`src/logic/dfp_pkg.sv`:
```
package dfp_pkg;
   // Number of output stages and the serial frame length.
   localparam int NUM_CH = 6;
   localparam int FRAME_BITS = 16;

   // Control word field positions.
   localparam int CTRL_STAT_RST_BIT = 0;
   localparam int CTRL_CH_LSB = 1;
   localparam int CTRL_OLD_BIT = 13;
   localparam int CTRL_OCS_BIT = 14;
   localparam int CTRL_SI_BIT = 15;
   localparam logic [15:0] CTRL_RESET = 16'he000;

   // Status word field positions.
   localparam int ST_PREWARN_BIT = 0;
   localparam int ST_CH_LSB = 1;
   localparam int ST_OVERLOAD_BIT = 13;
   localparam int ST_INHIBIT_BIT = 14;
   localparam int ST_PSF_BIT = 15;

   // Timing.
   localparam int CLK_PERIOD_NS = 50;
   localparam int SD_DELAY_NS = 1000;
   localparam int SD_CYCLES = (SD_DELAY_NS + CLK_PERIOD_NS - 1) / CLK_PERIOD_NS;
   localparam int SD_CNT_W = 8;
   localparam logic [SD_CNT_W-1:0] SD_LAST = SD_CNT_W'(SD_CYCLES - 1);

   typedef struct packed {
      logic si;
      logic ocs;
      logic old;
      logic [5:0] pwm_sel;
      logic [5:0] ch;
      logic status_reset_request;
   } dfp_ctrl_t;

   typedef struct packed {
      logic psf;
      logic inhibit_status;
      logic overload_flag;
      logic [5:0] unused;
      logic [5:0] ch;
      logic temp_prewarn_flag;
   } dfp_status_t;

   typedef enum logic [0:0] {LK_IDLE, LK_SHIFT} dfp_link_st_t;
endpackage : dfp_pkg

```
`src/logic/dfp_core.sv`:
```
`timescale 1ns/10ps
module dfp_core (
   input wire logic sys_clk_i, // System clock, 20 MHz.
   input wire logic resetn_i, // Asynchronous reset, active low.
   input wire logic cs_n_i, // Serial chip select, active low.
   input wire logic sclk_i, // Serial clock.
   input wire logic sdi_i, // Serial data in.
   output logic sdo_o, // Serial data out.
   output logic sdo_oe_n_o, // Serial data out enable, low while driven.
   input wire logic [5:0] pw_set_i, // Stage above prewarning set threshold.
   input wire logic [5:0] pw_clr_i, // Stage below prewarning clear threshold.
   input wire logic [5:0] ts_hot_i, // Stage above thermal switch-off threshold.
   input wire logic [5:0] ts_cool_i, // Stage below thermal switch-on threshold.
   input wire logic [5:0] oc_i, // Stage above overcurrent shutdown threshold.
   output logic [5:0] out_en_o, // Output stage enables.
   output logic [15:0] ctrl_o, // Current control word.
   output logic [15:0] status_o // Current status word.
);

   // Pin synchronisers and edge history.
   logic [2:0] cs_sync_r, cs_sync_nxt;
   logic [2:0] sclk_sync_r, sclk_sync_nxt;
   logic [1:0] sdi_sync_r, sdi_sync_nxt;

   always_comb begin
      cs_sync_nxt = {cs_sync_r[1:0], cs_n_i};
      sclk_sync_nxt = {sclk_sync_r[1:0], sclk_i};
      sdi_sync_nxt = {sdi_sync_r[0], sdi_i};
   end

   always_ff @(posedge sys_clk_i or negedge resetn_i) begin
      if (!resetn_i) begin
         cs_sync_r <= 3'h7;
         sclk_sync_r <= 3'h0;
         sdi_sync_r <= 2'h0;
      end else begin
         cs_sync_r <= cs_sync_nxt;
         sclk_sync_r <= sclk_sync_nxt;
         sdi_sync_r <= sdi_sync_nxt;
      end
   end

   logic cs_fall, cs_rise, sclk_rise, sclk_fall, sdi_s;
   assign cs_fall = cs_sync_r[2] & ~cs_sync_r[1];
   assign cs_rise = ~cs_sync_r[2] & cs_sync_r[1];
   assign sclk_rise = ~sclk_sync_r[2] & sclk_sync_r[1];
   assign sclk_fall = sclk_sync_r[2] & ~sclk_sync_r[1];
   assign sdi_s = sdi_sync_r[1];

   // Serial link and control word.
   dfp_pkg::dfp_link_st_t lk_st_r, lk_st_nxt;
   logic [15:0] sh_r, sh_nxt;
   logic [3:0] bit_cnt_r, bit_cnt_nxt;
   logic got_word_r, got_word_nxt;
   logic sdo_r, sdo_nxt;
   logic rst_req_pulse_r, rst_req_pulse_nxt;
   dfp_pkg::dfp_ctrl_t ctrl_r, ctrl_nxt;
   dfp_pkg::dfp_status_t status;
   logic commit;

   // Only whole frames are taken; daisy-chained multiples keep the last word.
   assign commit = cs_rise & got_word_r & (bit_cnt_r == 4'h0);

   always_comb begin
      lk_st_nxt = lk_st_r;
      sh_nxt = sh_r;
      bit_cnt_nxt = bit_cnt_r;
      got_word_nxt = got_word_r;
      sdo_nxt = sdo_r;
      ctrl_nxt = ctrl_r;
      rst_req_pulse_nxt = 1'b0;
      unique case (lk_st_r)
         dfp_pkg::LK_IDLE: begin
            if (cs_fall) begin
               lk_st_nxt = dfp_pkg::LK_SHIFT;
               sh_nxt = status;
               sdo_nxt = status.temp_prewarn_flag;
               bit_cnt_nxt = 4'h0;
               got_word_nxt = 1'b0;
            end
         end
         dfp_pkg::LK_SHIFT: begin
            if (cs_rise) begin
               lk_st_nxt = dfp_pkg::LK_IDLE;
               if (commit) begin
                  ctrl_nxt = sh_r;
                  rst_req_pulse_nxt = sh_r[dfp_pkg::CTRL_STAT_RST_BIT];
               end
            end else if (sclk_rise) begin
               sh_nxt = {sdi_s, sh_r[15:1]};
               bit_cnt_nxt = bit_cnt_r + 4'h1;
               if (bit_cnt_r == 4'hf) begin
                  got_word_nxt = 1'b1;
               end
            end else if (sclk_fall) begin
               sdo_nxt = sh_r[0];
            end
         end
      endcase
   end

   always_ff @(posedge sys_clk_i or negedge resetn_i) begin
      if (!resetn_i) begin
         lk_st_r <= dfp_pkg::LK_IDLE;
         sh_r <= 16'h0000;
         bit_cnt_r <= 4'h0;
         got_word_r <= 1'b0;
         sdo_r <= 1'b0;
         rst_req_pulse_r <= 1'b0;
         ctrl_r <= dfp_pkg::CTRL_RESET;
      end else begin
         lk_st_r <= lk_st_nxt;
         sh_r <= sh_nxt;
         bit_cnt_r <= bit_cnt_nxt;
         got_word_r <= got_word_nxt;
         sdo_r <= sdo_nxt;
         rst_req_pulse_r <= rst_req_pulse_nxt;
         ctrl_r <= ctrl_nxt;
      end
   end

   // Protection state.
   logic prewarn_r, prewarn_nxt;
   logic overload_r, overload_nxt;
   logic [5:0] fault_r, fault_nxt;
   logic [5:0] out_en_r, out_en_nxt;
   logic [dfp_pkg::SD_CNT_W-1:0] oc_cnt_r [dfp_pkg::NUM_CH];
   logic [dfp_pkg::SD_CNT_W-1:0] oc_cnt_nxt [dfp_pkg::NUM_CH];
   logic [5:0] oc_trip, fault_set;

   always_comb begin
      for (int k = 0; k < dfp_pkg::NUM_CH; k++) begin
         if (ctrl_r.ocs && oc_i[k] && !fault_r[k]) begin
            oc_cnt_nxt[k] = (oc_cnt_r[k] == dfp_pkg::SD_LAST) ? oc_cnt_r[k] :
                            oc_cnt_r[k] + 1'b1;
         end else begin
            oc_cnt_nxt[k] = '0;
         end
         oc_trip[k] = ctrl_r.ocs & oc_i[k] & ~fault_r[k] &
                      (oc_cnt_r[k] == dfp_pkg::SD_LAST);
      end
      fault_set = ts_hot_i | oc_trip;
      // clear only on request when cool
      fault_nxt = fault_set | (fault_r & ~({6{rst_req_pulse_r}} & ts_cool_i));
      overload_nxt = (|fault_set) | (overload_r & ~rst_req_pulse_r);
      if (|pw_set_i) begin
         prewarn_nxt = 1'b1;
      end else if (&pw_clr_i) begin
         prewarn_nxt = 1'b0;
      end else begin
         prewarn_nxt = prewarn_r;
      end
      out_en_nxt = {6{ctrl_r.si}} & ctrl_r.ch & ~fault_nxt;
   end

   always_ff @(posedge sys_clk_i or negedge resetn_i) begin
      if (!resetn_i) begin
         prewarn_r <= 1'b0;
         overload_r <= 1'b0;
         fault_r <= 6'h00;
         out_en_r <= 6'h00;
         for (int k = 0; k < dfp_pkg::NUM_CH; k++) begin
            oc_cnt_r[k] <= '0;
         end
      end else begin
         prewarn_r <= prewarn_nxt;
         overload_r <= overload_nxt;
         fault_r <= fault_nxt;
         out_en_r <= out_en_nxt;
         for (int k = 0; k < dfp_pkg::NUM_CH; k++) begin
            oc_cnt_r[k] <= oc_cnt_nxt[k];
         end
      end
   end

   always_comb begin
      status = '0;
      status.temp_prewarn_flag = prewarn_r;
      status.ch = out_en_r;
      status.overload_flag = overload_r;
      status.inhibit_status = ~ctrl_r.si;
   end

   assign sdo_o = sdo_r;
   assign sdo_oe_n_o = cs_sync_r[1];
   assign out_en_o = out_en_r;
   assign ctrl_o = ctrl_r;
   assign status_o = status;
endmodule : dfp_core

```
`config.mk`:
```
export PLATFORM = sky130hd
export DESIGN_NAME = dfp_core
export DESIGN_NICKNAME = d
export VERILOG_FILES = /design/src/logic/dfp_pkg.sv /design/src/logic/dfp_core.sv
export SDC_FILE = /design/constraint.sdc
export NUM_CORES = 1
export LEC_CHECK = 0
export ABC_AREA = 1
export BUFFER_PORTS_ARGS = -buffer_cell sky130_fd_sc_hd__buf_4
export CORE_ASPECT_RATIO = 2
export CORE_UTILIZATION = 53
export CTS_BUF_LIST = sky130_fd_sc_hd__clkbuf_4
export CTS_CLUSTER_SIZE = 8
export DETAILED_ROUTE_END_ITERATION = 10
export PLACE_DENSITY = 0.77
export SLEW_MARGIN = 10
export SYNTH_ARGS = -nofsm -noshare
export SYNTH_HDL_FRONTEND = slang
export SYNTH_SLANG_ARGS = --single-unit
```
`constraint.sdc`:
```
create_clock -name sys_clk_i -period 1.55 [get_ports sys_clk_i]
set_clock_uncertainty 0.15 [all_clocks]
set_input_delay 0.2325 -clock sys_clk_i [delete_from_list [all_inputs] [get_ports sys_clk_i]]
set_output_delay 0.2325 -clock sys_clk_i [all_outputs]
set_load 0.01 [all_outputs]
```
==> flow_summary.json, run 1 <==
{
  "clk_pin_slew_worst_paths_ns": 0.17,
  "drc_errors": 4,
  "die_height_um": 141,
  "crit_fanout": 7,
  "dp_slack_ns": 0.0138,
  "ff_latch_area_um2": 2760,
  "via_per_inst": 5.59,
  "cpPeakStageDelay_ns": 0.43,
  "numCtsBuffers": 9,
  "timing.final.max_slew_violations": 0,
  "fin_util": 0.738,
  "crit_buf_inv": 2,
  "setup_violations": 35,
  "grtUsageTotal": 0.250,
  "multi_input_comb_area_um2": 2200,
  "dieArea_um2": 10000,
  "drtAntennaViolNets": 0,
  "synth_top_family_by_area": "simple AND/OR/NAND/NOR gates",
  "ys_ff_latch": 110,
  "fp.dieW_um": 71.3,
  "place_hpwl_um": 8280,
  "synth_top_flop_cell": "dfrtp_1",
  "io_buffers": 67,
  "crit_chain": "inv_2 > ha_4 > nand2_4 > nor2_4 > nand4_4 > buf_12 > o21ai_1",
  "violations": "design-rule violations, negative setup slack",
  "vias": 4606,
  "synth_common_cells": "nand2_1, dfrtp_1, inv_1",
  "arrival_ns": 1.92,
  "min_path_type": "input port to asynchronous set/reset pin",
  "fp-row-count": 50,
  "timing.critical_path.max_delay_family": "flip-flops",
  "syn_area_per_cell_um2": 8.76,
  "wl_um": 13600,
  "synth.area.top_cells": "dfrtp_1, nand2_1, inv_1, o21ai_0, nand3_1",
  "grt_pass1_wl_um": 19300,
  "clock.fmax_mhz": 601,
  "syn_to_final_growth_pct": 35.2,
  "rsz0062_at_grt": "true",
  "synth_edf_count": 0,
  "ys_async_sr_fraction": 1.00,
  "netlist_area_um2": 5080,
  "instances_no_fill": 824,
  "fin_crit_ns": 1.66,
  "synth_xor_area_frac": 0.0121,
  "drive_above_1_share": 0.335,
  "detail_route.wl_per_cell_um": 16.5,
  "cts_num_sinks": 110,
  "maxCapViolations": 0,
  "initial_core_util": 0.545,
  "grt_remaining_overflow": 0,
  "vdd_drop_max_v": 0.000909,
  "syn_inst": 580,
  "tritoncts": "yes",
  "cts_buffer_depth": 2,
  "yosys.area_share.adder": 0.0197,
  "cp-start-kind": "flip-flop",
  "power_mw": 6.79,
  "synthMuxAreaShare": 0,
  "synthSimpleGateAreaFrac": 0.207,
  "ys_types": 36,
  "antenna_found_initial": 1,
  "cp_slowest_cell": "dfrtp_1",
  "power_density_nw_per_um2": 988,
  "p_leak_nw": 3.20,
  "fill_cells": 607,
  "cp-end-kind": "flip-flop",
  "status": "complete, but fails checks",
  "drtIter0Drc": 348,
  "synth_seq_area_share": 0.543,
  "dp_cells": 756,
  "clockRootBuffer": "clkbuf_4",
  "post-route-period-util": 1.07,
  "coreArea_um2": 9320,
  "timing.final.hold_violations": 0,
  "synth.most_common_cell": "nand2_1",
  "netlist.area_leader.share": 0.512,
  "io_pins": 75,
  "path_class": "flip-flop to flip-flop",
  "clk_latency_ns": 0.49,
  "yosysTopAreaCell": "dfrtp_1",
  "cp.required_ns": 1.80,
  "htree_levels": 3,
  "synth-compound-area-share": 0.120,
  "first_pass_iters": 8,
  "setup_ws_ns": -0.115,
  "place.gp.congestion": 0.874,
  "final_nets": 757,
  "grt_max_degree": 79,
  "grt_pass1_vias": 4280,
  "setup_tns_ns": -1.53,
  "synth_warnings": 0
}
[cells in the final DEF, fill, tap and decap left out, drive strengths merged, types with 2 or more instances in the layout]
cell	instances
a21oi	30
a31oi	3
buf	108
clkbuf	13
clkinv	2
conb	7
dfrtp	104
dfstp	6
dlygate4sd3	30
ha	8
inv	84
nand2	122
nand3	41
nand4	5
nor2	51
nor3	14
nor4	2
o211ai	8
o21a	5
o21ai	57
o22ai	5
or2	4
xor2	7
[per-layer routing]
metal | part of all wire | up-vias | track usage
met5 | 0 | - | 0
met4 | 0.041 | 0 | 0.123
met3 | 0.038 | 48 | 0.0374
met2 | 0.56 | 173 | 0.445
met1 | 0.36 | 2251 | 0.286
li1 | - | 2134 | -
[through the flow]
| stage | cell area [um^2] | hold slack, ns |
|---|---|---|
| floorplan | 5110 | -0.213 |
| CTS | 6290 | 0.158 |
| global route | 6880 | 0.180 |
| global placement | 5790 | 0.145 |
| finish | 6880 | 0.124 |
| detailed placement | 5790 | 0.152 |
[cell type report]
cell class / count / area share
Sequential cell: 110 / 0.402
Multi-Input combinational cell: 371 / 0.320
Timing Repair Buffer: 142 / 0.193
Inverter: 80 / 0.0448
Tap cell: 104 / 0.0189
Clock inverter: 7 / 0.0115
Clock buffer: 9 / 0.00983
Antenna cell: 1 / 0.000364
[path summary, 6_finish.rpt]
kind | from | to | slack, ns | cells past startpoint
setup / recovery | bit_cnt_r[1]$_DFFE_PN0P_ | ctrl_o[8]$_DFFE_PN0P_ | -0.11 | 7
hold / removal | resetn_i | oc_cnt_r[42]$_DFFE_PN0N_ | 0.12 | 3
setup reg to reg | bit_cnt_r[1]$_DFFE_PN0P_ | ctrl_o[8]$_DFFE_PN0P_ | -0.11 | 7
hold reg to reg | sdi_sync_r[0]$_DFF_PN0_ | sdi_sync_r[1]$_DFF_PN0_ | 0.22 | 0
max in group asynchronous | resetn_i | cs_sync_r[0]$_DFF_PN1_ | 0.74 | 3
min in group sys_clk_i | sdi_sync_r[0]$_DFF_PN0_ | sdi_sync_r[1]$_DFF_PN0_ | 0.22 | 0
[cells by family (layout without fill, tap and decap cells)]
kind of cell	Yosys count	in the layout
and+or+nand+nor	240	240
other	1	8
buffers and inverters	105	238
AOI/OAI and AO/OA	109	109
DFF	110	110
adders and majority gates	8	8
xor gates and xnor gates	7	7
[where the power goes]
part,internal [mW],total (mW),switching [mW]
Combinational,0.906,1.84,0.935
Clock,0.517,1.54,1.02
Sequential,3.16,3.42,0.252
[worst register-to-register path, cell delays in order, from the launching register on]
cell	delay [ns]
dfrtp_1	0.43
inv_2	0.09
ha_4	0.16
nand2_4	0.05
nor2_4	0.12
nand4_4	0.18
buf_12	0.21
o21ai_1	0.19
[flip-flops by register name (all words and copies together), names as in the netlist, 2 cells and up]
| signal | cells |
|---|---|
| sclk_sync_r | 3 |
| out_en_o | 6 |
| cs_sync_r | 3 |
| ctrl_o | 16 |
| sdi_sync_r | 2 |
| oc_cnt_r | 48 |
| sh_r | 16 |
| fault_r | 6 |
| bit_cnt_r | 4 |
[what timing repair did]
action,in CTS,in global routing
endpoints found under the setup margin,8,71
buffers inserted,3,13
cloned,0,5
pin swaps,0,13
endpoints found under the hold margin,134,0
hold buffers,30,0
resized for setup,11,144
Power figures use the tool's default switching activity.
==> inputs of run 2 (changes only) <==
--- a/config.mk
+++ b/config.mk
@@ -13,6 +13,7 @@
 export CTS_CLUSTER_SIZE = 8
 export DETAILED_ROUTE_END_ITERATION = 10
 export PLACE_DENSITY = 0.77
+export SETUP_SLACK_MARGIN = 0.2
 export SLEW_MARGIN = 10
 export SYNTH_ARGS = -nofsm -noshare
 export SYNTH_HDL_FRONTEND = slang
==> run 2 against run 1 <==
The flow still finishes with violations (design-rule violations, negative setup slack). Global-route usage rose by 3.6 points. Clock-buffer cell count did not move. Sequential cell count unchanged. First-iteration DRC count is 9.8% lower. Design area rose by 10%. Critical path depth down 5. Combinational power grew 4%. Sequential power is essentially flat.
==> flow_summary.json, run 2 (synthesized netlist as in run 1, its figures left out) <==
{
  "status": "complete, but fails checks",
  "violations": "design-rule violations, negative setup slack",
  "netSwitchingPower_mw": 2.18,
  "drtAntennaViolNets": 0,
  "min_path_type": "input port to asynchronous set/reset pin",
  "mostFrequentLayoutCell": "dfrtp_1",
  "internal-power_mw": 4.45,
  "fp.dieW_um": 71.3,
  "setup_violations": 48,
  "numCtsBuffers": 9,
  "design_area_um2": 7590,
  "fin_crit_ns": 1.63,
  "timing.final.max_slew_violations": 0,
  "ff_latch_area_um2": 2770,
  "placed_area_um2": 5760,
  "p_comb_frac": 0.290,
  "arrival_ns": 1.25,
  "multi_input_comb_area_um2": 2510,
  "drive_above_1_share": 0.452,
  "place.gp.congestion": 0.804,
  "grtUsageTotal": 0.286,
  "p_leak_nw": 3.44,
  "via_per_inst": 5.65,
  "timing.final.hold_violations": 0,
  "initial_core_util": 0.545,
  "cp.required_ns": 1.17,
  "dieArea_um2": 10000,
  "grt_pass1_vias": 4862,
  "clock.fmax_mhz": 614,
  "io_buffers": 67,
  "htree_levels": 3,
  "path_class": "flip-flop to primary output",
  "fp-row-count": 50,
  "grt_pass1_wl_um": 21900,
  "clk_latency_ns": 0.48,
  "wl_um": 15200,
  "clk_pin_slew_worst_paths_ns": 0.17,
  "cp-end-kind": "primary output",
  "grt_max_degree": 41,
  "cts_buffer_depth": 2,
  "first_pass_iters": 10,
  "switching_share": 0.328,
  "place_hpwl_um": 8310,
  "timing.rr.start": "ctrl_o[14]$_DFFE_PN1P_",
  "drtIter0Drc": 314,
  "setup_ws_ns": -0.0785,
  "regMostFlops": "oc_cnt_r",
  "vdd_drop_max_v": 0.000752,
  "coreArea_um2": 9320,
  "final_cell_mix": "dfrtp_1, buf_4, nand2_1",
  "pwr-share-clk": 0.199,
  "tritoncts": "yes",
  "power_density_nw_per_um2": 873,
  "largest_reg_flops": 48,
  "r2r-end": "overload_r$_DFF_PN0_",
  "final_nets": 794,
  "syn_to_final_growth_pct": 49.3,
  "ff2ff_path_depth": 9,
  "post-route-period-util": 1.05,
  "vias": 4867,
  "setup_tns_ns": -1.51,
  "clockRootBuffer": "clkbuf_4",
  "drc_errors": 4,
  "seqPwrFrac": 0.511,
  "antenna_found_initial": 1,
  "rsz0062_at_grt": "true",
  "io_pins": 75,
  "cp-start-kind": "flip-flop",
  "reg2reg_slack_ns": -0.08,
  "cts_num_sinks": 110,
  "die_height_um": 141,
  "detail_route.wl_per_cell_um": 17.7,
  "maxCapViolations": 0,
  "grt_remaining_overflow": 0,
  "fill_cells": 496,
  "crit_fanout": 3
}
[run 2: cell count changes in the layout (fill, tap and decap cells not counted), moves of 6 or more]
cell,delta
nor2_1,-15
a21oi_2,+11
o21ai_1,-8
nand3_1,-14
buf_6,+35
a21oi_1,-12
nand3_2,+11
o21ai_2,+6
nor2_2,+10
[run 2: critical path, cell delays in order, from the launching register on]
cell and delay (ns):
dfstp_2 0.61, inv_2 0.05, buf_6 0.11
[run 2: cell type report]
class,instances,area share
timing repair buffer,176,0.223
clock inverter,7,0.00659
clock buffer,9,0.00890
timing repair inverter,3,0.00577
multi-input combinational,371,0.331
sequential,110,0.365
tap,104,0.0171
antenna,1,0.000330
inverter,80,0.0432
[run 2: stage by stage]
stage | util | hold WS, ns | setup slack, ns | std cells | total power [mW]
after global routing | 0.814 | 0.0437 | -0.143 | 861 | 6.92
after floorplan | - | -0.213 | 0.0268 | 586 | 4.04
final | 0.814 | 0.0295 | -0.0785 | 861 | 6.63
after CTS | 0.755 | 0.0326 | -0.0768 | 840 | 6.43
after global placement | 0.617 | 0.0140 | -0.0260 | 752 | 4.57
after detailed placement | 0.617 | 0.0155 | -0.0649 | 752 | 4.62
[run 2: worst max path at each step]
stage                                     to  cells past startpoint  slack (ns)                   start
CTS                             status_o[14]                      2       -0.08  ctrl_o[15]$_DFFE_PN1P_
global route        bit_cnt_r[0]$_DFFE_PN0P_                      7       -0.14  cs_sync_r[1]$_DFF_PN1_
floorplan               sh_r[10]$_DFFE_PN0P_                      8        0.03  cs_sync_r[2]$_DFF_PN1_
global placement         sh_r[1]$_DFFE_PN0P_                      7       -0.03  cs_sync_r[2]$_DFF_PN1_
detailed placement       sh_r[1]$_DFFE_PN0P_                      7       -0.06  cs_sync_r[2]$_DFF_PN1_
finish                          status_o[14]                      2       -0.08  ctrl_o[15]$_DFFE_PN1P_
[run 2: power groups by stage]
stage / combinational (mW) / clock, mW / sequential, mW
final: 1.92 / 1.32 / 3.39
after floorplan: 0.604 / 0 / 3.44
after CTS: 1.73 / 1.33 / 3.37
after global placement: 1.14 / 0 / 3.43
after global routing: 2.06 / 1.44 / 3.42
after detailed placement: 1.19 / 0 / 3.43
[run 2: repair_timing]
item                                   in CTS  in global routing
gates cloned                                3                  0
pin swaps                                  21                 26
setup buffers                              35                 20
endpoints found under the hold margin     140                  0
resized for setup                         176                102
hold buffers                               34                  0
setup endpoints to repair                 130                132
[run 2: layer usage]
| layer | wire length, um | share of wire | track usage | vias up |
|---|---|---|---|---|
| met5 | 0 | 0 | 0 | - |
| met4 | 795 | 0.052 | 0.176 | 0 |
| li1 | - | - | - | 2210 |
| met1 | 5490 | 0.36 | 0.313 | 2389 |
| met3 | 618 | 0.041 | 0.0496 | 71 |
| met2 | 8300 | 0.55 | 0.501 | 197 |
